$ cat src/rtl/eis_map.svh
`ifndef EIS_MAP_SVH
`define EIS_MAP_SVH

// ----------------------------------------
// Timing, in nanoseconds and clock cycles
// ----------------------------------------
`define EIS_CLK_PERIOD_NS 25
`define EIS_ENA_DET_NS 40000
`define EIS_ENA_FILT_NS 20000
// Least time: round up
`define EIS_ENA_DET_CYC ((`EIS_ENA_DET_NS + `EIS_CLK_PERIOD_NS - 1) / `EIS_CLK_PERIOD_NS)
`define EIS_BUCK_RISE_NS 320000
`define EIS_BOOST_RISE_NS 640000
`define EIS_BUCK_RISE_CYC (`EIS_BUCK_RISE_NS / `EIS_CLK_PERIOD_NS)
`define EIS_BOOST_RISE_CYC (`EIS_BOOST_RISE_NS / `EIS_CLK_PERIOD_NS)
`define EIS_STG_CYC 32000

// ----------------------------------------
// Configuration reset values
// ----------------------------------------
`define EIS_TRIG_SEL_RST 1'b0

`endif

$ cat src/rtl/eis_pkg.sv
package eis_pkg;

    typedef enum logic [2:0] {
        SEQ_IDLE = 3'b000,
        SEQ_STG1 = 3'b001,
        SEQ_STG2 = 3'b010,
        SEQ_STG3 = 3'b011,
        SEQ_DONE = 3'b100,
        SEQ_FAIL = 3'b101
    } eis_seq_e;

    typedef enum logic [1:0] {
        SYS_DISABLED = 2'b00,
        SYS_ACTIVE = 2'b01,
        SYS_FAULT = 2'b10,
        SYS_LOCKED = 2'b11
    } eis_sys_e;

endpackage : eis_pkg

$ cat src/rtl/eis_deglitch.sv
`timescale 1ns/1ps
`default_nettype none

module eis_deglitch #(
    parameter int DET_CYC = 1600
) (
    // Clock and reset
    input wire logic clk_sys,
    input wire logic srst,
    // Raw and filtered level
    input wire logic raw_in,
    output logic level_q,
    output logic rise_q,
    output logic fall_q
);

    localparam int CW = $clog2(DET_CYC + 1);

    logic [CW-1:0] cnt_q;
    logic raw_q;

    // ----------------------------------------
    // Duration counter
    // ----------------------------------------
    // Restarts on every raw change, so any pulse shorter than the
    // detection time is dropped, which covers the filter time too
    always_ff @(posedge clk_sys) begin
        if (srst) begin
            raw_q <= 1'b0;
            cnt_q <= '0;
        end else begin
            raw_q <= raw_in;
            if (raw_in != raw_q) begin
                cnt_q <= '0;
            end else if (cnt_q != CW'(DET_CYC)) begin
                cnt_q <= cnt_q + 1'b1;
            end
        end
    end

    always_ff @(posedge clk_sys) begin
        if (srst) begin
            level_q <= 1'b0;
            rise_q <= 1'b0;
            fall_q <= 1'b0;
        end else begin
            rise_q <= 1'b0;
            fall_q <= 1'b0;
            // Same qualification for high and low
            if (cnt_q == CW'(DET_CYC - 1) && raw_q == raw_in && raw_q != level_q) begin
                level_q <= raw_q;
                rise_q <= raw_q;
                fall_q <= ~raw_q;
            end
        end
    end

endmodule : eis_deglitch

`default_nettype wire

$ cat src/rtl/eis_rail_timer.sv
`timescale 1ns/1ps
`default_nettype none

module eis_rail_timer #(
    parameter int RISE_CYC = 12800,
    parameter int STG_CYC = 32000
) (
    // Clock and reset
    input wire logic clk_sys,
    input wire logic srst,
    // Rail control
    input wire logic run,
    input wire logic used,
    input wire logic uv_ok,
    input wire logic ov_ok,
    // Results
    output logic ready,
    output logic timeout,
    output logic uv_armed
);

    localparam int MAXC = (RISE_CYC > STG_CYC) ? RISE_CYC : STG_CYC;
    localparam int CW = $clog2(MAXC + 1);

    logic [CW-1:0] cnt_q;
    logic rise_done;
    logic in_band;

    assign rise_done = (cnt_q >= CW'(RISE_CYC));
    assign in_band = uv_ok && ov_ok;
    // Unused rail is skipped at once
    assign ready = run && (!used || (in_band && rise_done));
    assign timeout = run && used && !in_band && (cnt_q >= CW'(STG_CYC));

    always_ff @(posedge clk_sys) begin
        if (srst || !run) begin
            cnt_q <= '0;
        end else if (cnt_q != CW'(MAXC)) begin
            cnt_q <= cnt_q + 1'b1;
        end
    end

    // Undervoltage reporting only after first crossing
    always_ff @(posedge clk_sys) begin
        if (srst || !run || !used) begin
            uv_armed <= 1'b0;
        end else if (uv_ok) begin
            uv_armed <= 1'b1;
        end
    end

endmodule : eis_rail_timer

`default_nettype wire

$ cat src/rtl/eis_sequencer.sv
`timescale 1ns/1ps
`default_nettype none
`include "eis_map.svh"

module eis_sequencer #(
    parameter int DET_CYC = `EIS_ENA_DET_CYC,
    parameter int BUCK_RISE_CYC = `EIS_BUCK_RISE_CYC,
    parameter int BOOST_RISE_CYC = `EIS_BOOST_RISE_CYC,
    parameter int STG_CYC = `EIS_STG_CYC,
    parameter int FAULT_LIMIT = 3
) (
    // Clock and reset
    input wire logic clk_sys,
    input wire logic srst,
    // Wake enable pin
    input wire logic wake_enable_input,
    // Configuration from host
    input wire logic cfg_wr,
    input wire logic cfg_trigger_level,
    input wire logic ctrl_disable_wr,
    input wire logic ctrl_enable_wr,
    input wire logic event_flag_clr,
    input wire logic stg_fault_to_state,
    // Fault input from monitors
    input wire logic sys_fault_in,
    // Rail feedback
    input wire logic primary_buck_uv_ok,
    input wire logic primary_buck_ov_ok,
    input wire logic secondary_buck_uv_ok,
    input wire logic secondary_buck_ov_ok,
    input wire logic boost_uv_ok,
    input wire logic boost_ov_ok,
    input wire logic mon_one_uv_ok,
    input wire logic mon_one_ov_ok,
    input wire logic mon_two_uv_ok,
    input wire logic mon_two_ov_ok,
    // Use detection readback from enable pins
    input wire logic mon_one_en_in,
    input wire logic mon_two_en_in,
    // Status
    output logic enable_level_status_bit,
    output logic enable_event_flag,
    output logic enable_trigger_select,
    output logic monitor_one_present_bit,
    output logic monitor_two_present_bit,
    output logic [1:0] sys_state,
    output logic stg_fault_flag,
    output logic seq_done,
    // Rail enables
    output logic primary_buck_en,
    output logic secondary_buck_en,
    output logic boost_en,
    output logic mon_one_en,
    output logic mon_two_en,
    // Monitor arming
    output logic [4:0] uv_report_en,
    output logic [4:0] ov_mon_en
);

    // ----------------------------------------
    // Enable input filter
    // ----------------------------------------
    logic ena_level;
    logic ena_rise;
    logic ena_fall;

    eis_deglitch #(
        .DET_CYC(DET_CYC)
    ) u_deglitch (
        .clk_sys(clk_sys),
        .srst(srst),
        .raw_in(wake_enable_input),
        .level_q(ena_level),
        .rise_q(ena_rise),
        .fall_q(ena_fall)
    );

    assign enable_level_status_bit = ena_level;

    // Set wins over clear
    always_ff @(posedge clk_sys) begin
        if (srst) begin
            enable_event_flag <= 1'b0;
        end else if (ena_rise || ena_fall) begin
            enable_event_flag <= 1'b1;
        end else if (event_flag_clr) begin
            enable_event_flag <= 1'b0;
        end
    end

    // ----------------------------------------
    // Configuration bit
    // ----------------------------------------
    eis_pkg::eis_sys_e state_q;

    always_ff @(posedge clk_sys) begin
        if (srst) begin
            enable_trigger_select <= `EIS_TRIG_SEL_RST;
        end else if (ctrl_disable_wr && state_q != eis_pkg::SYS_DISABLED) begin
            enable_trigger_select <= `EIS_TRIG_SEL_RST;
        end else if (cfg_wr) begin
            enable_trigger_select <= cfg_trigger_level;
        end
    end

    // ----------------------------------------
    // System state
    // ----------------------------------------
    logic [1:0] fault_cnt_q;
    logic wake;
    logic stg_timeout;
    logic lvl_hold;

    // Edge mode wakes only on rising edge
    assign wake = enable_trigger_select ? ena_level : ena_rise;
    assign lvl_hold = enable_trigger_select && ena_level;

    always_ff @(posedge clk_sys) begin
        if (srst) begin
            state_q <= eis_pkg::SYS_DISABLED;
            fault_cnt_q <= 2'h0;
        end else begin
            case (state_q)
                eis_pkg::SYS_DISABLED: begin
                    if (wake || ctrl_enable_wr) begin
                        state_q <= eis_pkg::SYS_ACTIVE;
                    end
                end
                eis_pkg::SYS_ACTIVE: begin
                    // Events alone never lead here to DISABLED
                    if (ctrl_disable_wr) begin
                        state_q <= eis_pkg::SYS_DISABLED;
                    end else if (sys_fault_in || (stg_timeout && stg_fault_to_state)) begin
                        state_q <= eis_pkg::SYS_FAULT;
                    end else if (seq_done) begin
                        fault_cnt_q <= 2'h0;
                    end
                end
                eis_pkg::SYS_FAULT: begin
                    if (lvl_hold) begin
                        state_q <= eis_pkg::SYS_ACTIVE;
                    end else if (32'(fault_cnt_q) + 1 >= FAULT_LIMIT) begin
                        state_q <= eis_pkg::SYS_LOCKED;
                    end else if (!sys_fault_in) begin
                        fault_cnt_q <= fault_cnt_q + 2'h1;
                        state_q <= eis_pkg::SYS_ACTIVE;
                    end
                end
                eis_pkg::SYS_LOCKED: begin
                    if (ctrl_disable_wr) begin
                        state_q <= eis_pkg::SYS_DISABLED;
                    end
                end
                default: state_q <= eis_pkg::SYS_DISABLED;
            endcase
        end
    end

    assign sys_state = state_q;

    // ----------------------------------------
    // Use detection, sampled every cycle while DISABLED and held after leaving
    // ----------------------------------------
    always_ff @(posedge clk_sys) begin
        if (srst) begin
            monitor_one_present_bit <= 1'b0;
            monitor_two_present_bit <= 1'b0;
        end else if (state_q == eis_pkg::SYS_DISABLED) begin
            monitor_one_present_bit <= mon_one_en_in;
            monitor_two_present_bit <= mon_two_en_in;
        end
    end

    // ----------------------------------------
    // Rail sequencing
    // ----------------------------------------
    eis_pkg::eis_seq_e seq_q;
    logic [4:0] run;
    logic [4:0] used;
    logic [4:0] uvo;
    logic [4:0] ovo;
    logic [4:0] rdy;
    logic [4:0] tmo;
    logic [4:0] arm;

    assign used = {monitor_two_present_bit, monitor_one_present_bit, 3'b111};
    assign uvo = {mon_two_uv_ok, mon_one_uv_ok, boost_uv_ok, secondary_buck_uv_ok,
                  primary_buck_uv_ok};
    assign ovo = {mon_two_ov_ok, mon_one_ov_ok, boost_ov_ok, secondary_buck_ov_ok,
                  primary_buck_ov_ok};
    assign run = {{2{seq_q == eis_pkg::SEQ_STG3 || seq_q == eis_pkg::SEQ_DONE}},
                  {2{seq_q >= eis_pkg::SEQ_STG2 && seq_q != eis_pkg::SEQ_FAIL}},
                  seq_q != eis_pkg::SEQ_IDLE && seq_q != eis_pkg::SEQ_FAIL};

    eis_rail_timer #(.RISE_CYC(BUCK_RISE_CYC), .STG_CYC(STG_CYC)) u_rail0 (
        .clk_sys(clk_sys), .srst(srst), .run(run[0]), .used(used[0]), .uv_ok(uvo[0]),
        .ov_ok(ovo[0]), .ready(rdy[0]), .timeout(tmo[0]), .uv_armed(arm[0]));
    eis_rail_timer #(.RISE_CYC(BUCK_RISE_CYC), .STG_CYC(STG_CYC)) u_rail1 (
        .clk_sys(clk_sys), .srst(srst), .run(run[1]), .used(used[1]), .uv_ok(uvo[1]),
        .ov_ok(ovo[1]), .ready(rdy[1]), .timeout(tmo[1]), .uv_armed(arm[1]));
    eis_rail_timer #(.RISE_CYC(BOOST_RISE_CYC), .STG_CYC(STG_CYC)) u_rail2 (
        .clk_sys(clk_sys), .srst(srst), .run(run[2]), .used(used[2]), .uv_ok(uvo[2]),
        .ov_ok(ovo[2]), .ready(rdy[2]), .timeout(tmo[2]), .uv_armed(arm[2]));
    eis_rail_timer #(.RISE_CYC(1), .STG_CYC(STG_CYC)) u_rail3 (
        .clk_sys(clk_sys), .srst(srst), .run(run[3]), .used(used[3]), .uv_ok(uvo[3]),
        .ov_ok(ovo[3]), .ready(rdy[3]), .timeout(tmo[3]), .uv_armed(arm[3]));
    eis_rail_timer #(.RISE_CYC(1), .STG_CYC(STG_CYC)) u_rail4 (
        .clk_sys(clk_sys), .srst(srst), .run(run[4]), .used(used[4]), .uv_ok(uvo[4]),
        .ov_ok(ovo[4]), .ready(rdy[4]), .timeout(tmo[4]), .uv_armed(arm[4]));

    assign stg_timeout = |tmo;

    always_ff @(posedge clk_sys) begin
        if (srst || state_q != eis_pkg::SYS_ACTIVE) begin
            seq_q <= eis_pkg::SEQ_IDLE;
        end else begin
            case (seq_q)
                eis_pkg::SEQ_IDLE: seq_q <= eis_pkg::SEQ_STG1;
                eis_pkg::SEQ_STG1: begin
                    if (rdy[0]) begin
                        seq_q <= eis_pkg::SEQ_STG2;
                    end
                end
                eis_pkg::SEQ_STG2: begin
                    if (rdy[1] && rdy[2]) begin
                        seq_q <= eis_pkg::SEQ_STG3;
                    end
                end
                eis_pkg::SEQ_STG3: begin
                    if (rdy[3] && rdy[4]) begin
                        seq_q <= eis_pkg::SEQ_DONE;
                    end
                end
                eis_pkg::SEQ_DONE: seq_q <= eis_pkg::SEQ_DONE;
                eis_pkg::SEQ_FAIL: seq_q <= eis_pkg::SEQ_FAIL;
                default: seq_q <= eis_pkg::SEQ_IDLE;
            endcase
        end
    end

    // Timeout flag is sticky until the next power-up
    // Either kind of power-up clears it, pin wake or host enable
    always_ff @(posedge clk_sys) begin
        if (srst || (state_q == eis_pkg::SYS_DISABLED && (wake || ctrl_enable_wr))) begin
            stg_fault_flag <= 1'b0;
        end else if (stg_timeout) begin
            stg_fault_flag <= 1'b1;
        end
    end

    always_ff @(posedge clk_sys) begin
        if (srst) begin
            primary_buck_en <= 1'b0;
            secondary_buck_en <= 1'b0;
            boost_en <= 1'b0;
            mon_one_en <= 1'b0;
            mon_two_en <= 1'b0;
            uv_report_en <= 5'h00;
            ov_mon_en <= 5'h00;
            seq_done <= 1'b0;
        end else begin
            primary_buck_en <= run[0];
            secondary_buck_en <= run[1];
            boost_en <= run[2];
            mon_one_en <= run[3] && used[3];
            mon_two_en <= run[4] && used[4];
            uv_report_en <= arm & run;
            ov_mon_en <= run & used;
            seq_done <= (seq_q == eis_pkg::SEQ_DONE);
        end
    end

endmodule : eis_sequencer

`default_nettype wire

$ cat config.mk
export PLATFORM = sky130hd
export DESIGN_NAME = eis_sequencer
export DESIGN_NICKNAME = d
export VERILOG_FILES = /design/src/rtl/eis_pkg.sv /design/src/rtl/eis_deglitch.sv /design/src/rtl/eis_rail_timer.sv /design/src/rtl/eis_sequencer.sv
export VERILOG_INCLUDE_DIRS = /design/src /design/src/rtl
export SDC_FILE = /design/constraint.sdc
export NUM_CORES = 1
export LEC_CHECK = 0
export ABC_AREA = 1
export CAP_MARGIN = 0
export CELL_PAD_IN_SITES_DETAIL_PLACEMENT = 0
export CELL_PAD_IN_SITES_GLOBAL_PLACEMENT = 1
export CORE_ASPECT_RATIO = 0.7
export CORE_MARGIN = 1.5
export CORE_UTILIZATION = 46
export DETAILED_ROUTE_END_ITERATION = 8
export DONT_BUFFER_PORTS = 1
export PLACE_DENSITY = 0.88
export SLEW_MARGIN = 40
export SYNTH_ARGS = -nofsm -noshare
export SYNTH_HDL_FRONTEND = slang
export SYNTH_HIERARCHICAL = 1
export SYNTH_SLANG_ARGS = --single-unit
$ cat constraint.sdc
create_clock -name clk_sys -period 2.4 [get_ports clk_sys]
set_input_delay 0.24 -clock clk_sys [delete_from_list [all_inputs] [get_ports clk_sys]]
set_output_delay 0.24 -clock clk_sys [all_outputs]
set_load 0.02 [all_outputs]
=== Word level (Yosys, flattened, before mapping) ===
Cells that the tools add are included.

* Flip-flop bits (word level): 122
* Bits in latches: 0
* Bits in writable memories: 0
* Bits in read-only memories: 0
* Output and inout bits: 24
* Word-level logic and storage cells: 182
* Memories kept: 0

* Add/sub/neg operators: 8
* $mul: 0
* Div/mod/pow operators: 0
* Order comparisons: 12
* Equal/unequal tests: 33
* Shift operators: 0
* Muxes and demuxes: 22
* Bitwise operators: 4
* Reductions and logical operators: 73

{| class="wikitable"
|+ Operators with widths
! kind !! count
|-
| 15-bit >= comparator (second input constant) || 6
|-
| 15-bit by 1-bit adder with 15-bit output (second input constant) || 5
|-
| 15-bit inequality test (second input constant) || 5
|-
| 1-bit logical AND || 37
|-
| 15-bit by 1-bit >= comparator with 1-bit output (second input constant) || 2
|-
| 15-bit by 14-bit >= comparator with 1-bit output (second input constant) || 2
|-
| 2-bit two-way mux || 13
|-
| 2-bit inequality test (second input constant) || 9
|-
| 3-bit one-hot mux with 6 select lines || 1
|-
| 1-bit logical OR || 13
|-
| 11-bit by 1-bit adder with 11-bit output (second input constant) || 1
|-
| 11-bit == test (second input constant) || 1
|-
| 11-bit inequality test (second input constant) || 1
|-
| 5-bit AND || 2
|-
| 1-bit logical NOT || 10
|-
| 3-bit two-way mux || 3
|-
| 2-bit one-hot mux with 4 select lines || 1
|-
| 7-bit AND reduction || 1
|-
| 3-bit by 2-bit == test with 1-bit output (second input constant) || 2
|-
| 3-bit == test (second input constant) || 2
|-
| 3-bit by 2-bit >= comparator with 1-bit output (second input constant) || 2
|-
| 2-bit by 1-bit inequality test with 1-bit output (second input constant) || 3
|-
| 3-bit inequality test (second input constant) || 2
|-
| 2-bit nonzero test || 3
|-
| other kinds (18) || 25
|}

=== Longest topological paths before layout ===
Gate-level depths: netlist of the first run.

* Depth after elaboration: 11
* Gate-level depth with buffers: 17
* Gate-level depth less buffers: 17

=== Cells and area by module ===
Netlist of the first run, hierarchy kept.

{| class="wikitable"
|+ Modules (own cells, without submodules)
! module !! times used !! cells an instance !! area each (um2) !! sequential area each (um2)
|-
| eis_rail_timer (u_rail3 ...) || 2 || 155 || 965.9 || 320.3
|-
| eis_rail_timer (u_rail0 ...) || 2 || 143 || 952.2 || 320.3
|-
| eis_sequencer || 1 || 149 || 1,057.3 || 440.4
|-
| eis_rail_timer (u_rail2) || 1 || 135 || 875.8 || 320.3
|-
| eis_deglitch || 1 || 105 || 737.0 || 300.3
|}

=== Worst setup path after synthesis of the first run ===
No wires, ideal clock.

* Kind: register to register
* From: register seq_q[2]
* To: register fault_cnt_q[0]
* Setup time: 115 ps
* Arrival: 1,619 ps
* Data required time: 2,285 ps
* Setup slack: 666 ps
* Cell stages (with the launch flop): 16
* Buffers on the path: 0
* Clock period less this slack: 1,734 ps
* Cells stage by stage: dfxtp_1 inv_2 nor2_1 nor2_1 inv_2 nor2_1 inv_2 nand3_1 nor4_1 nor2_1 nand3_1 nand2_1 nand2_1 nand3_1 a21oi_1 nor2_1

* Elaborated cells on any way between the ends: 25

{| class="wikitable"
|+ RTL lines
! item !! RTL line !! RTL
|-
| start, declared || eis_sequencer.sv:177 || <nowiki>eis_pkg::eis_seq_e seq_q;</nowiki>
|-
| start signal, assigned || eis_sequencer.sv:215 || <nowiki>seq_q <= eis_pkg::SEQ_IDLE;</nowiki>
|-
| start signal, assigned || eis_sequencer.sv:218 || <nowiki>eis_pkg::SEQ_IDLE: seq_q <= eis_pkg::SEQ_STG1;</nowiki>
|-
| start signal, assigned || eis_sequencer.sv:221 || <nowiki>seq_q <= eis_pkg::SEQ_STG2;</nowiki>
|-
| 3-bit by 2-bit >= comparator with 1-bit output or 3-bit inequality test (tied branches) || eis_sequencer.sv:192 || <nowiki>{2{seq_q >= eis_pkg::SEQ_STG2 && seq_q != eis_pkg::SEQ_FAIL}},</nowiki>
|-
| 1-bit logical AND * || eis_sequencer.sv:192 ||
|-
| named net run[1] || eis_sequencer.sv:178 || <nowiki>logic [4:0] run;</nowiki>
|-
| 1-bit logical AND (2 in series) || eis_rail_timer.sv:33 || <nowiki>assign timeout = run && used && !in_band && (cnt_q >= CW'(STG_CYC));</nowiki>
|-
| 5-bit OR reduction * || eis_sequencer.sv:211 || <nowiki>assign stg_timeout = |tmo;</nowiki>
|-
| 1-bit logical AND * || eis_sequencer.sv:133 || <nowiki>end else if (sys_fault_in || (stg_timeout && stg_fault_to_state)) begin</nowiki>
|-
| 1-bit logical OR * || eis_sequencer.sv:133 ||
|-
| 2-bit inequality test (no source line) * || - ||
|-
| 7-bit AND reduction (no source line) * || - ||
|-
| end signal, assigned || eis_sequencer.sv:145 || <nowiki>fault_cnt_q <= fault_cnt_q + 2'h1;</nowiki>
|-
| end, declared || eis_sequencer.sv:109 || <nowiki>logic [1:0] fault_cnt_q;</nowiki>
|}

Mark *: on every way through the listed nets, which the timed path passes. The rest lies on a longest branch.
A chain may end at the register's enable or synchronous reset.

=== Worst setup path in the final report of the first run ===
Same ends and word-level chain as after synthesis.

==> results of run 1 <==
==> layout by cell type (no fill, tap or decap), drive strengths merged, types with 2 or more instances in the layout <==
cell / n
clkinv: 4
dlygate4sd3: 11
o21ai: 36
xor2: 13
clkbuf: 25
nor3: 10
nand3: 88
o31ai: 2
ha: 16
conb: 9
nand4: 19
inv: 142
nor2: 211
buf: 5
o21bai: 4
nor4: 3
nand2: 233
a21oi: 65
dfxtp: 117
nand3b: 3
==> registers in the layout, indices dropped and copies added, names as in the netlist, 2 cells and up <==
register and count:
seq_q 3, uv_report_en 5, u_rail4/cnt_q 15, u_rail2/cnt_q 15, sys_state 2, u_rail0/cnt_q 15
ov_mon_en 3, u_deglitch/cnt_q 11, u_rail3/cnt_q 15, fault_cnt_q 2, u_rail1/cnt_q 15
==> routing by layer <==
layer | share of wire | track usage | vias up | wire [µm]
li1 | - | - | 3158 | -
met1 | 0.54 | 0.296 | 2524 | 7840
met2 | 0.39 | 0.297 | 101 | 5690
met3 | 0.050 | 0.0580 | 11 | 716
met4 | 0.011 | 0.0683 | 0 | 157
met5 | 0 | 0 | - | 0
==> path summary, 6_finish.rpt <==
| check | start | end | slack, ps | cells past startpoint |
|---|---|---|---|---|
| min | srst | u_rail2/cnt_q[10] | 20 | 3 |
| max | seq_q[2] | fault_cnt_q[0] | 360 | 15 |
| min reg2reg | u_rail3/uv_armed | uv_report_en[3] | 420 | 2 |
| max reg2reg | seq_q[2] | fault_cnt_q[0] | 360 | 15 |
==> worst min-delay path, cell delays in order <==
cell and delay [ps]:
nor2_1 50, nand2_1 70, nor2_1 30
==> logic make-up after synthesis <==
| family | synth area share |
|---|---|
| compound gates | 0.0910 |
| xor+xnor | 0.0175 |
| fa+ha+maj | 0.0308 |
| buf+inv | 0.0994 |
| flops | 0.360 |
| other cells | 0.000576 |
| simple gates | 0.401 |
==> per-stage QoR <==
stage,std cells,worst slack (ps),utilization,total power [W],hold slack [ps]
after detailed placement,1172,340,0.483,0.00236,317
final,1213,356,0.529,0.00467,21.2
after CTS,1213,330,0.529,0.00473,2.83
after floorplan,993,666,-,0.00230,312
after global routing,1213,6.89,0.529,0.00488,28.6
after global placement,1172,439,0.483,0.00236,319
==> power groups by stage <==
stage                     clock network (W)  logic (W)  registers (W)
final                               0.00233   0.000284        0.00206
after global routing                0.00249   0.000325        0.00206
after CTS                           0.00239   0.000285        0.00206
after detailed placement                  0   0.000268        0.00210
after global placement                    0   0.000266        0.00209
after floorplan                           0   0.000229        0.00208
==> final cells by class <==
cell class | instances | share of cell area
Clock buffer | 25 | 0.0661
Clock inverter | 5 | 0.00682
Inverter | 142 | 0.0726
Multi-Input combinational cell | 718 | 0.483
Sequential cell | 117 | 0.319
Tap cell | 190 | 0.0324
Timing Repair Buffer | 16 | 0.0201
==> flow_summary.json, run 1 <==
{
  "viasPerCell": 4.78,
  "syn_area_um2": 6510,
  "drive_gt1_frac": 0.101,
  "peakVddDrop_mv": 0.487,
  "cts_buffer_depth": 2,
  "p_sw_frac": 0.236,
  "finalCritPeriodShare": 0.852,
  "portBuffers": 0,
  "synthArstFlopShare": 0,
  "cts-root-buf": "clkbuf_16",
  "skew_ps": 8.34,
  "seq_area_frac_synth": 0.360,
  "period_needed_ps": 2040,
  "hold_path_class": "in -> reg",
  "slowest_stage": "dfxtp_1",
  "finalNetCount": 1050,
  "drt_wl_total_um": 14400,
  "io_pins": 46,
  "gr-total-overflow": 0,
  "die_area_um2": 14900,
  "synth_top_area_share": 0.360,
  "ys_seq_elements": 117,
  "cts.sink_count": 117,
  "tritoncts": "built",
  "gp_congestion": 0.848,
  "rsz0062_at_grt": "no",
  "yosysMostFrequentCell": "nand2_1",
  "max-cap-violations": 0,
  "core_area_um2": 13900,
  "path_max_fanout": 7,
  "post_dp_cell_area_um2": 6700,
  "clockPowerShare": 0.499,
  "die_x_um": 145,
  "clk_latency_ps": 410,
  "ys_types": 36,
  "syn_inst": 985,
  "crit_chain": "inv_2 > nor2_1 > nor2_1 > inv_2 > nor2_1 > inv_2 > nand3_1 > nor4_1 > nor2_1 > nand3_1 > nand2_1 > nand2_1 > nand3_1 > a21oi_1 > nor2_1",
  "yosys.area.top_type": "dfxtp_1",
  "hold_viol": 0,
  "synthToLayoutAreaGrowth_pct": 12.9,
  "synth_common_cells": "nand2_1, nor2_1, inv_1",
  "postCtsHoldBufs": 11,
  "seqCellArea_um2": 2340,
  "max_freq_ghz": 0.489,
  "required_ps": 2710,
  "yosysWarnings": 6,
  "final_area_um2": 7340,
  "grt_usage": 0.206,
  "initial_core_util": 0.469,
  "worstPathArrival_ps": 2350,
  "status": "finished clean",
  "grt_pass1_vias": 5108,
  "multi_input_area_um2": 3550,
  "num_vias": 5794,
  "synthFlopType": "dfxtp_1",
  "cts.repair.resized": 0,
  "drtAntennaViolNets": 0,
  "fillers": 1434,
  "row_count": 36,
  "grt_max_degree": 17,
  "end_kind": "flip-flop",
  "wire_per_inst_um": 11.9,
  "synth_edf_count": 0,
  "final.setup.tns_ps": 0,
  "intPower_w": 0.00357,
  "drc": 0,
  "p_per_area_nw_per_um2": 636,
  "critical_path.startpoint_type": "flip-flop",
  "post_cts_buffers": 0,
  "seq_power_share": 0.440,
  "yosys-top-cells-area": "dfxtp_1, nand2_1, nor2_1",
  "htree_levels": 4,
  "antenna_found_initial": 0,
  "clk_pin_slew_ps": 50,
  "tightest_slew_ps": 765,
  "drtPass1Iterations": 5,
  "slowest_delay_ps": 420,
  "finalSetupViolCount": 0,
  "max_slew_margin": 0.490,
  "cts_buffers": 17,
  "p_leak_nw": 2.96,
  "worstPathBufferInverterCount": 3,
  "avgSynthCellArea_um2": 6.61,
  "chipHeight_um": 103,
  "cp_common_cell": "nor2_1",
  "slew_viol_final": 0,
  "p_switching_w": 0.00110,
  "crit_type": "reg -> reg",
  "antennaDiodeCount": 0,
  "hpwl_um": 10700,
  "cp_top_family": "simple AND/OR/NAND/NOR gates",
  "comb_power_share": 0.061,
  "drt_iter0_markers": 350,
  "grt_pass1_wl_um": 24400
}
Note: power is estimated with default switching activity, not from simulation.
==> run 2, diff against run 1 <==
--- a/config.mk
+++ b/config.mk
@@ -12,10 +12,10 @@
 export CELL_PAD_IN_SITES_GLOBAL_PLACEMENT = 1
 export CORE_ASPECT_RATIO = 0.7
 export CORE_MARGIN = 1.5
-export CORE_UTILIZATION = 46
+export CORE_UTILIZATION = 41
 export DETAILED_ROUTE_END_ITERATION = 8
 export DONT_BUFFER_PORTS = 1
-export PLACE_DENSITY = 0.88
+export PLACE_DENSITY = 0.84
 export SLEW_MARGIN = 40
 export SYNTH_ARGS = -nofsm -noshare
 export SYNTH_HDL_FRONTEND = slang
==> constraint.sdc (replaced) <==
create_clock -name clk_sys -period 1.71 [get_ports clk_sys]
set_input_delay 0.171 -clock clk_sys [delete_from_list [all_inputs] [get_ports clk_sys]]
set_output_delay 0.171 -clock clk_sys [all_outputs]
set_load 0.02 [all_outputs]
==> run 2 against run 1 <==
  * The flow now finishes with violations (negative setup slack)
  * Via count rose by 5.0%
  * Wire length is 9.1% higher
  * First-iteration DRC count increased by 30%
  * Flip-flop and latch count did not move
  * Clock skew hardly changed
  * Clock power increased by 79%
  * Worst hold slack better by 20 ps
  * Sequential power up 38%
  * Total power rose by 62%
  * Largest power group unchanged
==> flow_summary.json, run 2 (same netlist as run 1, synthesis figures left out) <==
{
  "status": "complete, but fails checks",
  "failed_checks": "negative setup slack",
  "drive_gt1_frac": 0.173,
  "grt_pass1_wl_um": 26600,
  "core_area_um2": 15500,
  "initial_core_util": 0.420,
  "max-cap-violations": 0,
  "drt_wl_total_um": 15700,
  "die_x_um": 154,
  "min_from": "srst",
  "finalSetupViolCount": 4,
  "synthToLayoutAreaGrowth_pct": 23.8,
  "die_area_um2": 16600,
  "htree_levels": 4,
  "post-place-ws_ps": -194,
  "worstPathArrival_ps": 2200,
  "skew_ps": 8.24,
  "end_kind": "flip-flop",
  "fin_ws_ps": -178,
  "chipHeight_um": 108,
  "drtAntennaViolNets": 0,
  "num_vias": 6086,
  "portBuffers": 0,
  "row_count": 38,
  "drc": 0,
  "clk_latency_ps": 420,
  "slew_viol_final": 0,
  "critical_path.startpoint_type": "flip-flop",
  "grt_max_degree": 17,
  "rsz0062_at_grt": "yes",
  "drt_iter0_markers": 456,
  "drtPass1Iterations": 5,
  "antenna_found_initial": 0,
  "cts-root-buf": "clkbuf_16",
  "path_max_fanout": 6,
  "final.setup.tns_ps": -611,
  "viasPerCell": 4.76,
  "wire_per_inst_um": 12.3,
  "crit_start": "seq_q[0]",
  "p_per_area_nw_per_um2": 939,
  "hpwl_um": 11300,
  "grt_pass1_vias": 5474,
  "crit_type": "reg -> reg",
  "rr_startpoint": "seq_q[0]",
  "required_ps": 2030,
  "tritoncts": "built",
  "hold_path_class": "in -> reg",
  "final_cell_mix": "nand2_1, nor2_1, inv_1",
  "gp_congestion": 0.817,
  "max_freq_ghz": 0.530,
  "grt_usage": 0.201,
  "finalNetCount": 1103,
  "p_leak_nw": 3.35,
  "finalCritPeriodShare": 1.10,
  "cts.sink_count": 117,
  "peakVddDrop_mv": 0.568,
  "r2r_slack_ps": -180,
  "clk_pin_slew_ps": 50,
  "antennaDiodeCount": 0,
  "layout_commonest_cell": "nand2_1",
  "io_pins": 46,
  "period_needed_ps": 1890,
  "gr-total-overflow": 0,
  "hold_viol": 0,
  "cts_buffers": 17,
  "cts_buffer_depth": 2
}
run 2: changes by cell type in the layout (fill, tap and decap cells not counted), moves of 6 or more:
cell           change
dfxtp_1            -6
buf_4             +44
dlygate4sd3_1      +8
nand3_1            -6
run 2: worst paths after layout:
path | cells after the start | to
min | 4 | u_deglitch/level_q
min reg2reg | 2 | uv_report_en[0]
max reg2reg | 15 | sys_state[0]
max | 15 | sys_state[0]
run 2: metrics by stage:
step / total power (W) / cells / instance area (µm²) / utilization / hold WS, ps
2_1_floorplan: 0.00323 / 993 / 6540 / - / 243
3_3_place_gp: 0.00335 / 1223 / 7020 / 0.453 / 248
3_5_place_dp: 0.00336 / 1223 / 7020 / 0.453 / 250
4_1_cts: 0.00760 / 1277 / 7970 / 0.514 / 24.0
5_1_grt: 0.00787 / 1278 / 8060 / 0.520 / 47.9
6_report: 0.00756 / 1278 / 8060 / 0.520 / 41.1
run 2: critical path: stages, from the launching register on:
cell and delay, ps:
dfxtp_4 360, nor2_4 140, nor2_4 50, inv_4 70
buf_6 90, nand3_2 70, nor4_2 270, nor2_1 110
nand3_1 100, nand2_1 70, nand2_2 100, nand2_2 80
nand2_4 80, o31ai_2 70, nand2_1 80, inv_1 30
run 2: layer usage:
metal	global-route usage	routed length (µm)	vias to the layer above
li1	-	-	3266
met1	0.290	8450	2700
met2	0.289	6400	105
met3	0.0517	680	15
met5	0	0	-
met4	0.0659	179	0
run 2: power by group:
group / internal, W / leakage (nW) / switching (W) / total [W]
logic: 0.000215 / 2.06 / 0.000335 / 0.000550
registers: 0.00278 / 0.947 / 0.0000701 / 0.00285
clock network: 0.00288 / 0.337 / 0.00128 / 0.00416
total: 0.00588 / 3.35 / 0.00169 / 0.00756
run 2: final cells by class:
class	count	area [µm²]
inverters	142	536
flip-flops and latches	117	2350
fillers	1537	7440
clock buffers	23	488
well taps	200	250
repair buffers	69	569
multi-input cells	718	3660
clock inverters	9	195
run 2: what timing repair did:
action	CTS	global route
setup buffers	3	1
endpoints found under the hold margin	34	0
hold buffers	19	0
pin swaps	10	10
endpoints found under the setup margin	25	22
resized for setup	16	23
gates cloned	0	0
